--- config.mk ---
export PLATFORM = sky130hd
export DESIGN_NAME = bsf_exec
export DESIGN_NICKNAME = d
export VERILOG_FILES = /design/src/bsf_pkg.sv /design/src/bsf_exec.sv /design/src/bsf_io_mem.sv /design/src/bsf_shift_unit.sv
export SDC_FILE = /design/constraint.sdc
export NUM_CORES = 1
export LEC_CHECK = 0
export BUFFER_PORTS_ARGS = -buffer_cell sky130_fd_sc_hd__buf_2
export CORE_UTILIZATION = 40
export CTS_BUF_LIST = sky130_fd_sc_hd__clkbuf_16
export DETAILED_ROUTE_END_ITERATION = 6
export HOLD_SLACK_MARGIN = 0.15
export SLEW_MARGIN = 20
export SYNTH_ARGS = -nofsm -noshare
export SYNTH_HDL_FRONTEND = slang
export SYNTH_SLANG_ARGS = --single-unit
--- constraint.sdc ---
create_clock -name ref_clk -period 3.1 [get_ports ref_clk]
set_clock_uncertainty 0.1 [all_clocks]
set_input_delay 0 -clock ref_clk [delete_from_list [all_inputs] [get_ports ref_clk]]
set_output_delay 0 -clock ref_clk [all_outputs]
set_load 0.02 [all_outputs]
--- src/bsf_pkg.sv ---
// Shared constants and types for the branch, shift and flag execution block
package bsf_pkg;

    localparam int DATA_W = 8;
    localparam int PC_W = 16;
    localparam int K_W = 7;
    localparam int BIT_SEL_W = 3;
    localparam int IO_ADDR_W = 5;
    localparam int IO_DEPTH = 32;
    localparam int BUS_ADDR_W = 6;

    // Status flag bit positions
    localparam int FLAG_C = 0;
    localparam int FLAG_Z = 1;
    localparam int FLAG_N = 2;
    localparam int FLAG_V = 3;
    localparam int FLAG_S = 4;
    localparam int FLAG_H = 5;
    localparam int FLAG_T = 6;
    localparam int FLAG_I = 7;

    // Register bus map: I/O space at the bottom, then core state
    localparam logic [BUS_ADDR_W-1:0] ADDR_IO_BASE = 6'h00;
    localparam logic [BUS_ADDR_W-1:0] ADDR_STATUS = 6'h20;
    localparam logic [BUS_ADDR_W-1:0] ADDR_PC_LO = 6'h21;
    localparam logic [BUS_ADDR_W-1:0] ADDR_PC_HI = 6'h22;

    // Reset values and the pc step
    localparam logic [DATA_W-1:0] STATUS_RST = 8'h00;
    localparam logic [PC_W-1:0] PC_RST = 16'h0000;
    localparam logic [DATA_W-1:0] DATA_ZERO = 8'h00;
    localparam logic [PC_W-1:0] PC_STEP = 16'h0001;

    typedef enum logic [4:0] {
        OP_NOP,
        OP_BRANCH_ON_NEGATIVE, OP_BRANCH_ON_POSITIVE,
        OP_BRANCH_SIGNED_GE, OP_BRANCH_SIGNED_LT,
        OP_BRANCH_HALF_CARRY_ONE, OP_BRANCH_HALF_CARRY_ZERO,
        OP_BRANCH_XFER_FLAG_ONE, OP_BRANCH_XFER_FLAG_ZERO,
        OP_BRANCH_OVERFLOW_ONE, OP_BRANCH_OVERFLOW_ZERO,
        OP_BRANCH_IRQ_ON, OP_BRANCH_IRQ_OFF,
        OP_IO_BIT_SET, OP_IO_BIT_CLEAR,
        OP_LOGICAL_LEFT_SHIFT, OP_LOGICAL_RIGHT_SHIFT,
        OP_ROTATE_LEFT_CARRY, OP_ROTATE_RIGHT_CARRY,
        OP_BIT_TO_XFER_FLAG, OP_XFER_FLAG_TO_BIT,
        OP_HALF_CARRY_SET, OP_HALF_CARRY_CLEAR,
        OP_OVERFLOW_FLAG_SET, OP_OVERFLOW_FLAG_CLEAR,
        OP_SIGNED_TEST_SET, OP_SIGNED_TEST_CLEAR
    } bsf_op_e;

    // One issued instruction with its decoded operands
    typedef struct packed {
        bsf_op_e op;
        logic [K_W-1:0] offset;
        logic [BIT_SEL_W-1:0] bit_sel;
        logic [IO_ADDR_W-1:0] io_addr;
        logic [DATA_W-1:0] operand;
    } bsf_instr_s;

    // Result handed back to the working register file
    typedef struct packed {
        logic valid;
        logic [DATA_W-1:0] data;
    } bsf_wb_s;

endpackage : bsf_pkg

--- src/bsf_exec.sv ---
// Execution unit for flag branches, I/O bit ops, shifts and flag moves
`timescale 1ns/100ps
module bsf_exec (
    // Clock and reset
    input wire logic ref_clk,
    input wire logic srst,
    // Instruction issue
    input wire logic in_valid,
    input wire bsf_pkg::bsf_instr_s in_instr,
    output logic issue_ready,
    // Completion and write-back
    output logic done,
    output bsf_pkg::bsf_wb_s wb,
    output logic [bsf_pkg::PC_W-1:0] pc,
    output logic [bsf_pkg::DATA_W-1:0] status_flags,
    // Register bus
    input wire logic [bsf_pkg::BUS_ADDR_W-1:0] bus_addr,
    input wire logic [bsf_pkg::DATA_W-1:0] bus_wdata,
    input wire logic bus_wr,
    input wire logic bus_rd,
    output logic [bsf_pkg::DATA_W-1:0] bus_rdata
);

    typedef enum logic [1:0] {
        ST_IDLE,
        ST_BRANCH,
        ST_IO_MOD
    } bsf_state_e;

    // Branch condition from the current flags
    function automatic logic branch_cond(input bsf_pkg::bsf_op_e op,
                                         input logic [bsf_pkg::DATA_W-1:0] f);
        logic nv;
        nv = f[bsf_pkg::FLAG_N] ^ f[bsf_pkg::FLAG_V];
        unique case (op)
            bsf_pkg::OP_BRANCH_ON_NEGATIVE: branch_cond = f[bsf_pkg::FLAG_N];
            bsf_pkg::OP_BRANCH_ON_POSITIVE: branch_cond = ~f[bsf_pkg::FLAG_N];
            bsf_pkg::OP_BRANCH_SIGNED_GE: branch_cond = ~nv;
            bsf_pkg::OP_BRANCH_SIGNED_LT: branch_cond = nv;
            bsf_pkg::OP_BRANCH_HALF_CARRY_ONE: branch_cond = f[bsf_pkg::FLAG_H];
            bsf_pkg::OP_BRANCH_HALF_CARRY_ZERO: branch_cond = ~f[bsf_pkg::FLAG_H];
            bsf_pkg::OP_BRANCH_XFER_FLAG_ONE: branch_cond = f[bsf_pkg::FLAG_T];
            bsf_pkg::OP_BRANCH_XFER_FLAG_ZERO: branch_cond = ~f[bsf_pkg::FLAG_T];
            bsf_pkg::OP_BRANCH_OVERFLOW_ONE: branch_cond = f[bsf_pkg::FLAG_V];
            bsf_pkg::OP_BRANCH_OVERFLOW_ZERO: branch_cond = ~f[bsf_pkg::FLAG_V];
            bsf_pkg::OP_BRANCH_IRQ_ON: branch_cond = f[bsf_pkg::FLAG_I];
            bsf_pkg::OP_BRANCH_IRQ_OFF: branch_cond = ~f[bsf_pkg::FLAG_I];
            default: branch_cond = 1'b0;
        endcase
    endfunction : branch_cond

    // True for every conditional branch opcode
    function automatic logic is_branch(input bsf_pkg::bsf_op_e op);
        is_branch = (op >= bsf_pkg::OP_BRANCH_ON_NEGATIVE) &&
                    (op <= bsf_pkg::OP_BRANCH_IRQ_OFF);
    endfunction : is_branch

    // Sequencing and completion
    bsf_state_e state_reg, state_next;
    logic ready_reg, ready_next;
    logic done_reg, done_next;

    // Write-back, pc and flags
    logic wb_valid_reg, wb_valid_next;
    logic [bsf_pkg::DATA_W-1:0] wb_data_reg, wb_data_next;
    logic [bsf_pkg::PC_W-1:0] pc_reg, pc_next;
    logic [bsf_pkg::DATA_W-1:0] flags_reg, flags_next;

    // I/O bit op in flight
    logic [bsf_pkg::IO_ADDR_W-1:0] io_addr_reg, io_addr_next;
    logic [bsf_pkg::BIT_SEL_W-1:0] io_bit_reg, io_bit_next;
    logic io_set_reg, io_set_next;

    // Bus read capture
    logic [bsf_pkg::DATA_W-1:0] local_rdata_reg, local_rdata_next;
    logic rd_io_reg, rd_io_next;

    logic take;
    logic [bsf_pkg::PC_W-1:0] pc_inc;
    logic [bsf_pkg::PC_W-1:0] offset_ext;
    logic [bsf_pkg::PC_W-1:0] pc_target;

    // Shift unit results
    logic [bsf_pkg::DATA_W-1:0] sh_result;
    logic sh_c;
    logic sh_z;
    logic sh_n;
    logic sh_v;

    // I/O memory ports
    logic mem_we;
    logic [bsf_pkg::IO_ADDR_W-1:0] mem_waddr;
    logic [bsf_pkg::DATA_W-1:0] mem_wdata;
    logic [bsf_pkg::DATA_W-1:0] mem_rda;
    logic [bsf_pkg::DATA_W-1:0] mem_rdb;
    logic [bsf_pkg::DATA_W-1:0] io_modified;
    logic bus_io_sel;

    // Offers made while busy are dropped, not queued
    assign take = in_valid && ready_reg;
    assign bus_io_sel = (bus_addr < bsf_pkg::ADDR_STATUS);
    assign pc_inc = pc_reg + bsf_pkg::PC_STEP;
    // Offset counts words; sign-extended to the pc width
    assign offset_ext = {{(bsf_pkg::PC_W - bsf_pkg::K_W){in_instr.offset[bsf_pkg::K_W-1]}},
                         in_instr.offset};
    // Target is one past the branch plus the offset
    assign pc_target = pc_inc + offset_ext;

    bsf_shift_unit u_shift (
        .op(in_instr.op),
        .operand(in_instr.operand),
        .bit_sel(in_instr.bit_sel),
        .carry_in(flags_reg[bsf_pkg::FLAG_C]),
        .xfer_in(flags_reg[bsf_pkg::FLAG_T]),
        .result(sh_result),
        .carry_out(sh_c),
        .zero_out(sh_z),
        .neg_out(sh_n),
        .ovf_out(sh_v)
    );

    bsf_io_mem u_io_mem (
        .ref_clk(ref_clk),
        .srst(srst),
        .wr_en(mem_we),
        .wr_addr(mem_waddr),
        .wr_data(mem_wdata),
        .rda_addr(io_addr_next),
        .rda_data(mem_rda),
        .rdb_addr(bus_addr[bsf_pkg::IO_ADDR_W-1:0]),
        .rdb_data(mem_rdb)
    );

    // Read-modify-write of the addressed I/O bit
    always_comb begin
        io_modified = mem_rda;
        io_modified[io_bit_reg] = io_set_reg;
    end

    // I/O write port: the bit op wins; a colliding bus write is dropped
    always_comb begin
        mem_we = 1'b0;
        mem_waddr = bus_addr[bsf_pkg::IO_ADDR_W-1:0];
        mem_wdata = bus_wdata;
        if (state_reg == ST_IO_MOD) begin
            mem_we = 1'b1;
            mem_waddr = io_addr_reg;
            mem_wdata = io_modified;
        end else if (bus_wr && bus_io_sel) begin
            mem_we = 1'b1;
        end
    end

    // Sequencing, PC, flags and write-back
    always_comb begin
        state_next = state_reg;
        ready_next = ready_reg;
        done_next = 1'b0;
        wb_valid_next = 1'b0;
        wb_data_next = wb_data_reg;
        pc_next = pc_reg;
        flags_next = flags_reg;
        io_addr_next = io_addr_reg;
        io_bit_next = io_bit_reg;
        io_set_next = io_set_reg;
        // Software write to the status register lands first
        if (bus_wr && bus_addr == bsf_pkg::ADDR_STATUS) begin
            flags_next = bus_wdata;
        end

        unique case (state_reg)
            ST_IDLE: begin
                if (take) begin
                    done_next = 1'b1;
                    pc_next = pc_inc;
                    if (is_branch(in_instr.op)) begin
                        // Not taken: one cycle; taken: second cycle follows
                        if (branch_cond(in_instr.op, flags_reg)) begin
                            pc_next = pc_target;
                            done_next = 1'b0;
                            ready_next = 1'b0;
                            state_next = ST_BRANCH;
                        end
                    end else begin
                        unique case (in_instr.op)
                            bsf_pkg::OP_IO_BIT_SET, bsf_pkg::OP_IO_BIT_CLEAR: begin
                                // Two cycles: read now, write back next
                                done_next = 1'b0;
                                ready_next = 1'b0;
                                pc_next = pc_reg;
                                io_addr_next = in_instr.io_addr;
                                io_bit_next = in_instr.bit_sel;
                                io_set_next = (in_instr.op == bsf_pkg::OP_IO_BIT_SET);
                                state_next = ST_IO_MOD;
                            end
                            bsf_pkg::OP_LOGICAL_LEFT_SHIFT, bsf_pkg::OP_LOGICAL_RIGHT_SHIFT,
                            bsf_pkg::OP_ROTATE_LEFT_CARRY, bsf_pkg::OP_ROTATE_RIGHT_CARRY: begin
                                wb_valid_next = 1'b1;
                                wb_data_next = sh_result;
                                flags_next[bsf_pkg::FLAG_C] = sh_c;
                                flags_next[bsf_pkg::FLAG_Z] = sh_z;
                                flags_next[bsf_pkg::FLAG_N] = sh_n;
                                flags_next[bsf_pkg::FLAG_V] = sh_v;
                            end
                            bsf_pkg::OP_XFER_FLAG_TO_BIT: begin
                                wb_valid_next = 1'b1;
                                wb_data_next = sh_result;
                            end
                            bsf_pkg::OP_BIT_TO_XFER_FLAG: begin
                                flags_next[bsf_pkg::FLAG_T] = in_instr.operand[in_instr.bit_sel];
                            end
                            bsf_pkg::OP_HALF_CARRY_SET: flags_next[bsf_pkg::FLAG_H] = 1'b1;
                            bsf_pkg::OP_HALF_CARRY_CLEAR: flags_next[bsf_pkg::FLAG_H] = 1'b0;
                            bsf_pkg::OP_OVERFLOW_FLAG_SET: flags_next[bsf_pkg::FLAG_V] = 1'b1;
                            bsf_pkg::OP_OVERFLOW_FLAG_CLEAR: flags_next[bsf_pkg::FLAG_V] = 1'b0;
                            bsf_pkg::OP_SIGNED_TEST_SET: flags_next[bsf_pkg::FLAG_S] = 1'b1;
                            bsf_pkg::OP_SIGNED_TEST_CLEAR: flags_next[bsf_pkg::FLAG_S] = 1'b0;
                            default: begin
                                pc_next = pc_inc;
                            end
                        endcase
                    end
                end
            end
            ST_BRANCH: begin
                // Second cycle of a taken branch; flags untouched
                done_next = 1'b1;
                ready_next = 1'b1;
                state_next = ST_IDLE;
            end
            ST_IO_MOD: begin
                done_next = 1'b1;
                ready_next = 1'b1;
                pc_next = pc_inc;
                state_next = ST_IDLE;
            end
            default: begin
                // Unused state code: recover to idle
                ready_next = 1'b1;
                state_next = ST_IDLE;
            end
        endcase
    end

    // Bus read capture; I/O space comes from the memory's own register
    always_comb begin
        local_rdata_next = local_rdata_reg;
        rd_io_next = rd_io_reg;
        if (bus_rd) begin
            rd_io_next = bus_io_sel;
            unique case (bus_addr)
                bsf_pkg::ADDR_STATUS: local_rdata_next = flags_reg;
                bsf_pkg::ADDR_PC_LO: local_rdata_next = pc_reg[bsf_pkg::DATA_W-1:0];
                bsf_pkg::ADDR_PC_HI: local_rdata_next = pc_reg[bsf_pkg::PC_W-1:bsf_pkg::DATA_W];
                default: local_rdata_next = bsf_pkg::DATA_ZERO;
            endcase
        end
    end

    // State registers
    always_ff @(posedge ref_clk) begin
        if (srst) begin
            state_reg <= ST_IDLE;
            ready_reg <= 1'b1;
            done_reg <= 1'b0;
            wb_valid_reg <= 1'b0;
            wb_data_reg <= bsf_pkg::DATA_ZERO;
            pc_reg <= bsf_pkg::PC_RST;
            flags_reg <= bsf_pkg::STATUS_RST;
            io_addr_reg <= '0;
            io_bit_reg <= '0;
            io_set_reg <= 1'b0;
            local_rdata_reg <= bsf_pkg::DATA_ZERO;
            rd_io_reg <= 1'b0;
        end else begin
            state_reg <= state_next;
            ready_reg <= ready_next;
            done_reg <= done_next;
            wb_valid_reg <= wb_valid_next;
            wb_data_reg <= wb_data_next;
            pc_reg <= pc_next;
            flags_reg <= flags_next;
            io_addr_reg <= io_addr_next;
            io_bit_reg <= io_bit_next;
            io_set_reg <= io_set_next;
            local_rdata_reg <= local_rdata_next;
            rd_io_reg <= rd_io_next;
        end
    end

    // Outputs; bus data picks between two registers, no logic ahead of them
    assign issue_ready = ready_reg;
    assign done = done_reg;
    assign wb.valid = wb_valid_reg;
    assign wb.data = wb_data_reg;
    assign pc = pc_reg;
    assign status_flags = flags_reg;
    assign bus_rdata = rd_io_reg ? mem_rdb : local_rdata_reg;

endmodule : bsf_exec

--- src/bsf_io_mem.sv ---
// I/O register space: one write port, two registered read ports
`timescale 1ns/100ps
module bsf_io_mem (
    // Clock and reset
    input wire logic ref_clk,
    input wire logic srst,
    // Write port
    input wire logic wr_en,
    input wire logic [bsf_pkg::IO_ADDR_W-1:0] wr_addr,
    input wire logic [bsf_pkg::DATA_W-1:0] wr_data,
    // Read port for the execution unit
    input wire logic [bsf_pkg::IO_ADDR_W-1:0] rda_addr,
    output logic [bsf_pkg::DATA_W-1:0] rda_data,
    // Read port for the register bus
    input wire logic [bsf_pkg::IO_ADDR_W-1:0] rdb_addr,
    output logic [bsf_pkg::DATA_W-1:0] rdb_data
);

    logic [bsf_pkg::DATA_W-1:0] mem_reg [bsf_pkg::IO_DEPTH];

    // Storage; cleared on reset so reads are never undefined
    always_ff @(posedge ref_clk) begin
        if (srst) begin
            for (int i = 0; i < bsf_pkg::IO_DEPTH; i++) begin
                mem_reg[i] <= bsf_pkg::DATA_ZERO;
            end
        end else if (wr_en) begin
            mem_reg[wr_addr] <= wr_data;
        end
    end

    // Read data registered; old contents on a same-address write
    always_ff @(posedge ref_clk) begin
        if (srst) begin
            rda_data <= bsf_pkg::DATA_ZERO;
            rdb_data <= bsf_pkg::DATA_ZERO;
        end else begin
            rda_data <= mem_reg[rda_addr];
            rdb_data <= mem_reg[rdb_addr];
        end
    end

endmodule : bsf_io_mem

--- src/bsf_shift_unit.sv ---
// Shift, rotate and bit-load datapath with its flag results
`timescale 1ns/100ps
module bsf_shift_unit (
    // Operation and operands
    input wire bsf_pkg::bsf_op_e op,
    input wire logic [bsf_pkg::DATA_W-1:0] operand,
    input wire logic [bsf_pkg::BIT_SEL_W-1:0] bit_sel,
    input wire logic carry_in,
    input wire logic xfer_in,
    // Results
    output logic [bsf_pkg::DATA_W-1:0] result,
    output logic carry_out,
    output logic zero_out,
    output logic neg_out,
    output logic ovf_out
);

    localparam int MSB = bsf_pkg::DATA_W - 1;

    // Result and carry per operation
    always_comb begin
        result = operand;
        carry_out = carry_in;
        unique case (op)
            bsf_pkg::OP_LOGICAL_LEFT_SHIFT: begin
                result = {operand[MSB-1:0], 1'b0};
                carry_out = operand[MSB];
            end
            bsf_pkg::OP_LOGICAL_RIGHT_SHIFT: begin
                result = {1'b0, operand[MSB:1]};
                carry_out = operand[0];
            end
            bsf_pkg::OP_ROTATE_LEFT_CARRY: begin
                result = {operand[MSB-1:0], carry_in};
                carry_out = operand[MSB];
            end
            bsf_pkg::OP_ROTATE_RIGHT_CARRY: begin
                result = {carry_in, operand[MSB:1]};
                carry_out = operand[0];
            end
            bsf_pkg::OP_XFER_FLAG_TO_BIT: begin
                result[bit_sel] = xfer_in;
            end
            default: begin
                result = operand;
            end
        endcase
    end

    // Flags; overflow follows the usual N xor C of a shift
    always_comb begin
        zero_out = (result == bsf_pkg::DATA_ZERO);
        neg_out = result[MSB];
        ovf_out = result[MSB] ^ carry_out;
    end

endmodule : bsf_shift_unit

==> impl_results.md <==
* Crit path launch: pc[1]$_SDFFE_PP0P_
* Design Power at 10840 uW
* Post-synthesis sequential area ratio at 49.26%
* Max Fclk at about 0.32 GHz
* Row Count at 78
* Vias in the first global route at roughly 15000
* CP Launch Type: flop
* First-pass GRT wire length at slightly above 90000 um
* Crit Path Class: reg -> reg
* Post-route DRC at 0
* Storage element area at 9120 um^2
* Mapped Area at 18490 um^2
* Share of synthesized registers carrying an async set or reset at 0%
* Clock buffer depth at 3
* Routed len/inst at 23.14 um
* Root Buffer: clkbuf_16
* CTS Buf Count at 38
* Buffers on Ports at between 80 and 90
* P&R area growth vs syn at 21.42%
* Pwr dens at 482.9 nW/um^2
* CP max FO at 5
* Io pins at 90
* Arrival time at the worst endpoint at 3.50 ns
* Outcome: finished, violations left
* Number of synthesized flops with an enable pin at 256
* Leak pwr at 0.008188 uW
* Clk_lat worst skew at 0.56 ns
* TritonCTS clock tree: yes
* Pre-CTS WS at -0.1336 ns
* Ant diodes at 0
* Syn_area_per_cell at 10.44 um^2
* Core area at 45480 um^2
* Worst endpoint required time at approximately 3.5 ns
* Die area at 47090 um^2
* Largest net degree at the start of global routing at 48
* Reg2Reg Setup Slack at -0.04 ns
* Mapped Cells at 1771
* Final HPWL DP at roughly 41000 um
* Pins Over Slew Limit at 0
* Multi-input logic area at 9007 um^2
* Fin crit period at 3.141 ns
* Buf+Inv Stages, Crit Path at 1
* Slowest-stage cell, CP: or3_4
* Clock Sinks at 327
* Post-synth cell types at between 70 and 80
* R2R depth at 14
* Final Util at 49.36%
* Max FFs per register at 256
* Final TNS setup at -0.04149 ns
* Violated checks: negative setup slack
* RSZ-0062 raised after global routing: true
* Detail Route Antenna Nets at 0
* Worst flop-to-flop path endpoint: pc[14]$_SDFFE_PP0P_
* Hold Violations, Final at 0
* Min Hold Slack at 0.1968 ns
* Setup ws final at -0.04149 ns
* Cell taking the most area after synthesis: edfxtp_1
* Clock transition at path regs at 0.06 ns
* Fraction of layout cells with a size suffix above 1 at 21.72%
* Hold crit path type: in -> reg
* Initial antenna violation count at 1
* GRT Overall Usage at 25.40%
* Critical Path End: pc[14]$_SDFFE_PP0P_
* Slowest stage delay, CP at 0.41 ns
* Iteration-0 DRC Markers at 1948
* Synth top area share at 41.58%
* Crit-path leading delay family: simple AND/OR/NAND/NOR gates
* Cell count along the critical path at 14
* Initial DRT Pass Iterations at 6
* Fillers at ~4200
* #FFs+latches synth at 327
* GPL Wtd Cong at around 0.93
* RR Startpoint: pc[1]$_SDFFE_PP0P_
* Initial cell density of the core at 40.66%
* Crit-path cells: ha_4, and3_4, and3_4, and3_4, xor2_4, ha_4, buf_4, nand2_1, o21ai_1, or3_4, o2111ai_2, a21oi_1, nand3b_1, a221oi_2
* Most common cell after layout, fill and taps aside: nor2_1
* Die H at 217 um
* Most frequent cells in the layout: 348 x nor2_1, 256 x edfxtp_1, 243 x nand2_1
* CP dominant cell by count: and3_4
* Worst-margin pin slew at around 0.77 ns
* Yosys warns at 0
* Total routed wirelength at 60230 um
* Worst slew margin at 48.93%
* Total global routing overflow at 0
* Worst setup EP type: flop
* Nets at between 2000 and 2500
* Final setup viols at 1
* Area contributors post-synth: edfxtp_1 42%, mux4_2 9.9%, dfxtp_1 7.7%, nor2_1 7.2%, nand2_1 5.0%
* Die Wd at 217 um
* Syn Nets at 1842
* H-tree depth at 2
* Worst vdd ir at around 0.31 mV
* Tcrit/Tclk final at 101.3%
* Vias at 15470
* Top FF cell, synth: edfxtp_1
* Max cap viols at 0
* Vias per cell at between 5 and 6
routing by layer:
layer / GRT usage, % / part of all wire (%)
met1: 34.53 / 41
met2: 39.60 / 45
met3: 5.241 / 9.8
met4: 10.14 / 3.9
met5: 0 / 0
logic make-up after synthesis:
logic type | share of synthesized area (%)
flip-flops | 49.26
AND/OR/NAND/NOR | 20.60
multiplexers | 15.91
AO/OA/AOI/OAI | 7.606
adder cells (fa/ha/maj) | 1.665
XOR/XNOR | 1.137
buffers and inverters | 3.823
stage by stage:
stage,std cells,instance area (um^2)
floorplan,1771,18530
global placement,2444,20230
detailed placement,2445,20240
CTS,2594,22220
global route,2603,22450
finish,2603,22450
repair_timing:
| action | 4_1_cts | 5_1_grt |
|---|---|---|
| endpoints found under the setup margin | 1 | 8 |
| resized for setup | 4 | 35 |
| pin swaps | 3 | 18 |
| setup buffers | 3 | 9 |
| hold buffers | 78 | 0 |
| hold endpoints to repair | 325 | 0 |
cells in the mapped netlist, types with 4 or more instances:
cell	n
a211oi_1	14
a21o_1	4
a21oi_1	44
a221o_1	5
a221oi_1	5
a222oi_1	4
a31oi_1	5
a32oi_1	36
and2_1	4
and3_1	8
buf_1	7
buf_2	22
buf_4	10
buf_6	9
clkbuf_1	82
dfxtp_1	71
edfxtp_1	256
ha_1	23
inv_1	23
mux2_2	17
mux2i_1	91
mux4_2	81
nand2_1	244
nand2b_1	42
nand3_1	77
nand3b_1	11
nand4_1	37
nor2_1	353
nor2b_1	13
nor3_1	29
nor3b_1	6
o21a_1	9
o21ai_0	29
o21ai_1	14
o31ai_1	4
or4_1	4
xnor2_1	16
xor2_1	8
worst min path at each step:
stage	start	to	slack, ns	cells past startpoint
4_1_cts	in_instr[19]	pc[3]$_SDFFE_PP0P_	0.16	6
3_5_place_dp	bus_addr[5]	rd_io_reg$_SDFFE_PP0P_	0.18	2
6_report	in_instr[22]	pc[9]$_SDFFE_PP0P_	0.20	6
2_1_floorplan	bus_addr[5]	rd_io_reg$_SDFFE_PP0P_	-0.0005	1
3_3_place_gp	bus_addr[5]	rd_io_reg$_SDFFE_PP0P_	0.17	2
5_1_grt	bus_addr[3]	u_io_mem.rdb_data[6]$_SDFF_PP0_	0.19	4
worst reg2reg max path, stage by stage (launching register included):
cell	delay [ns]
dfxtp_4	0.38
ha_4	0.14
and3_4	0.19
and3_4	0.19
and3_4	0.20
xor2_4	0.18
ha_4	0.23
buf_4	0.13
nand2_1	0.07
o21ai_1	0.10
or3_4	0.41
o2111ai_2	0.20
a21oi_1	0.09
nand3b_1	0.19
a221oi_2	0.25
final cells by class:
class | instances | area share (%)
sequential | 327 | 40.62
multi-input combinational | 1291 | 40.12
timing repair buffer | 294 | 10.36
clock buffer | 39 | 4.347
tap | 600 | 3.344
clock inverter | 29 | 0.8081
inverter | 23 | 0.4013
power by group:
part | switching, uW | total (uW) | internal [uW] | leakage (uW)
clock | 1860 | 4230 | 2370 | 0.000559
combinational | 922 | 1570 | 646 | 0.00440
sequential | 148 | 5040 | 4890 | 0.00323
Note: power is estimated with default switching activity, not from simulation.
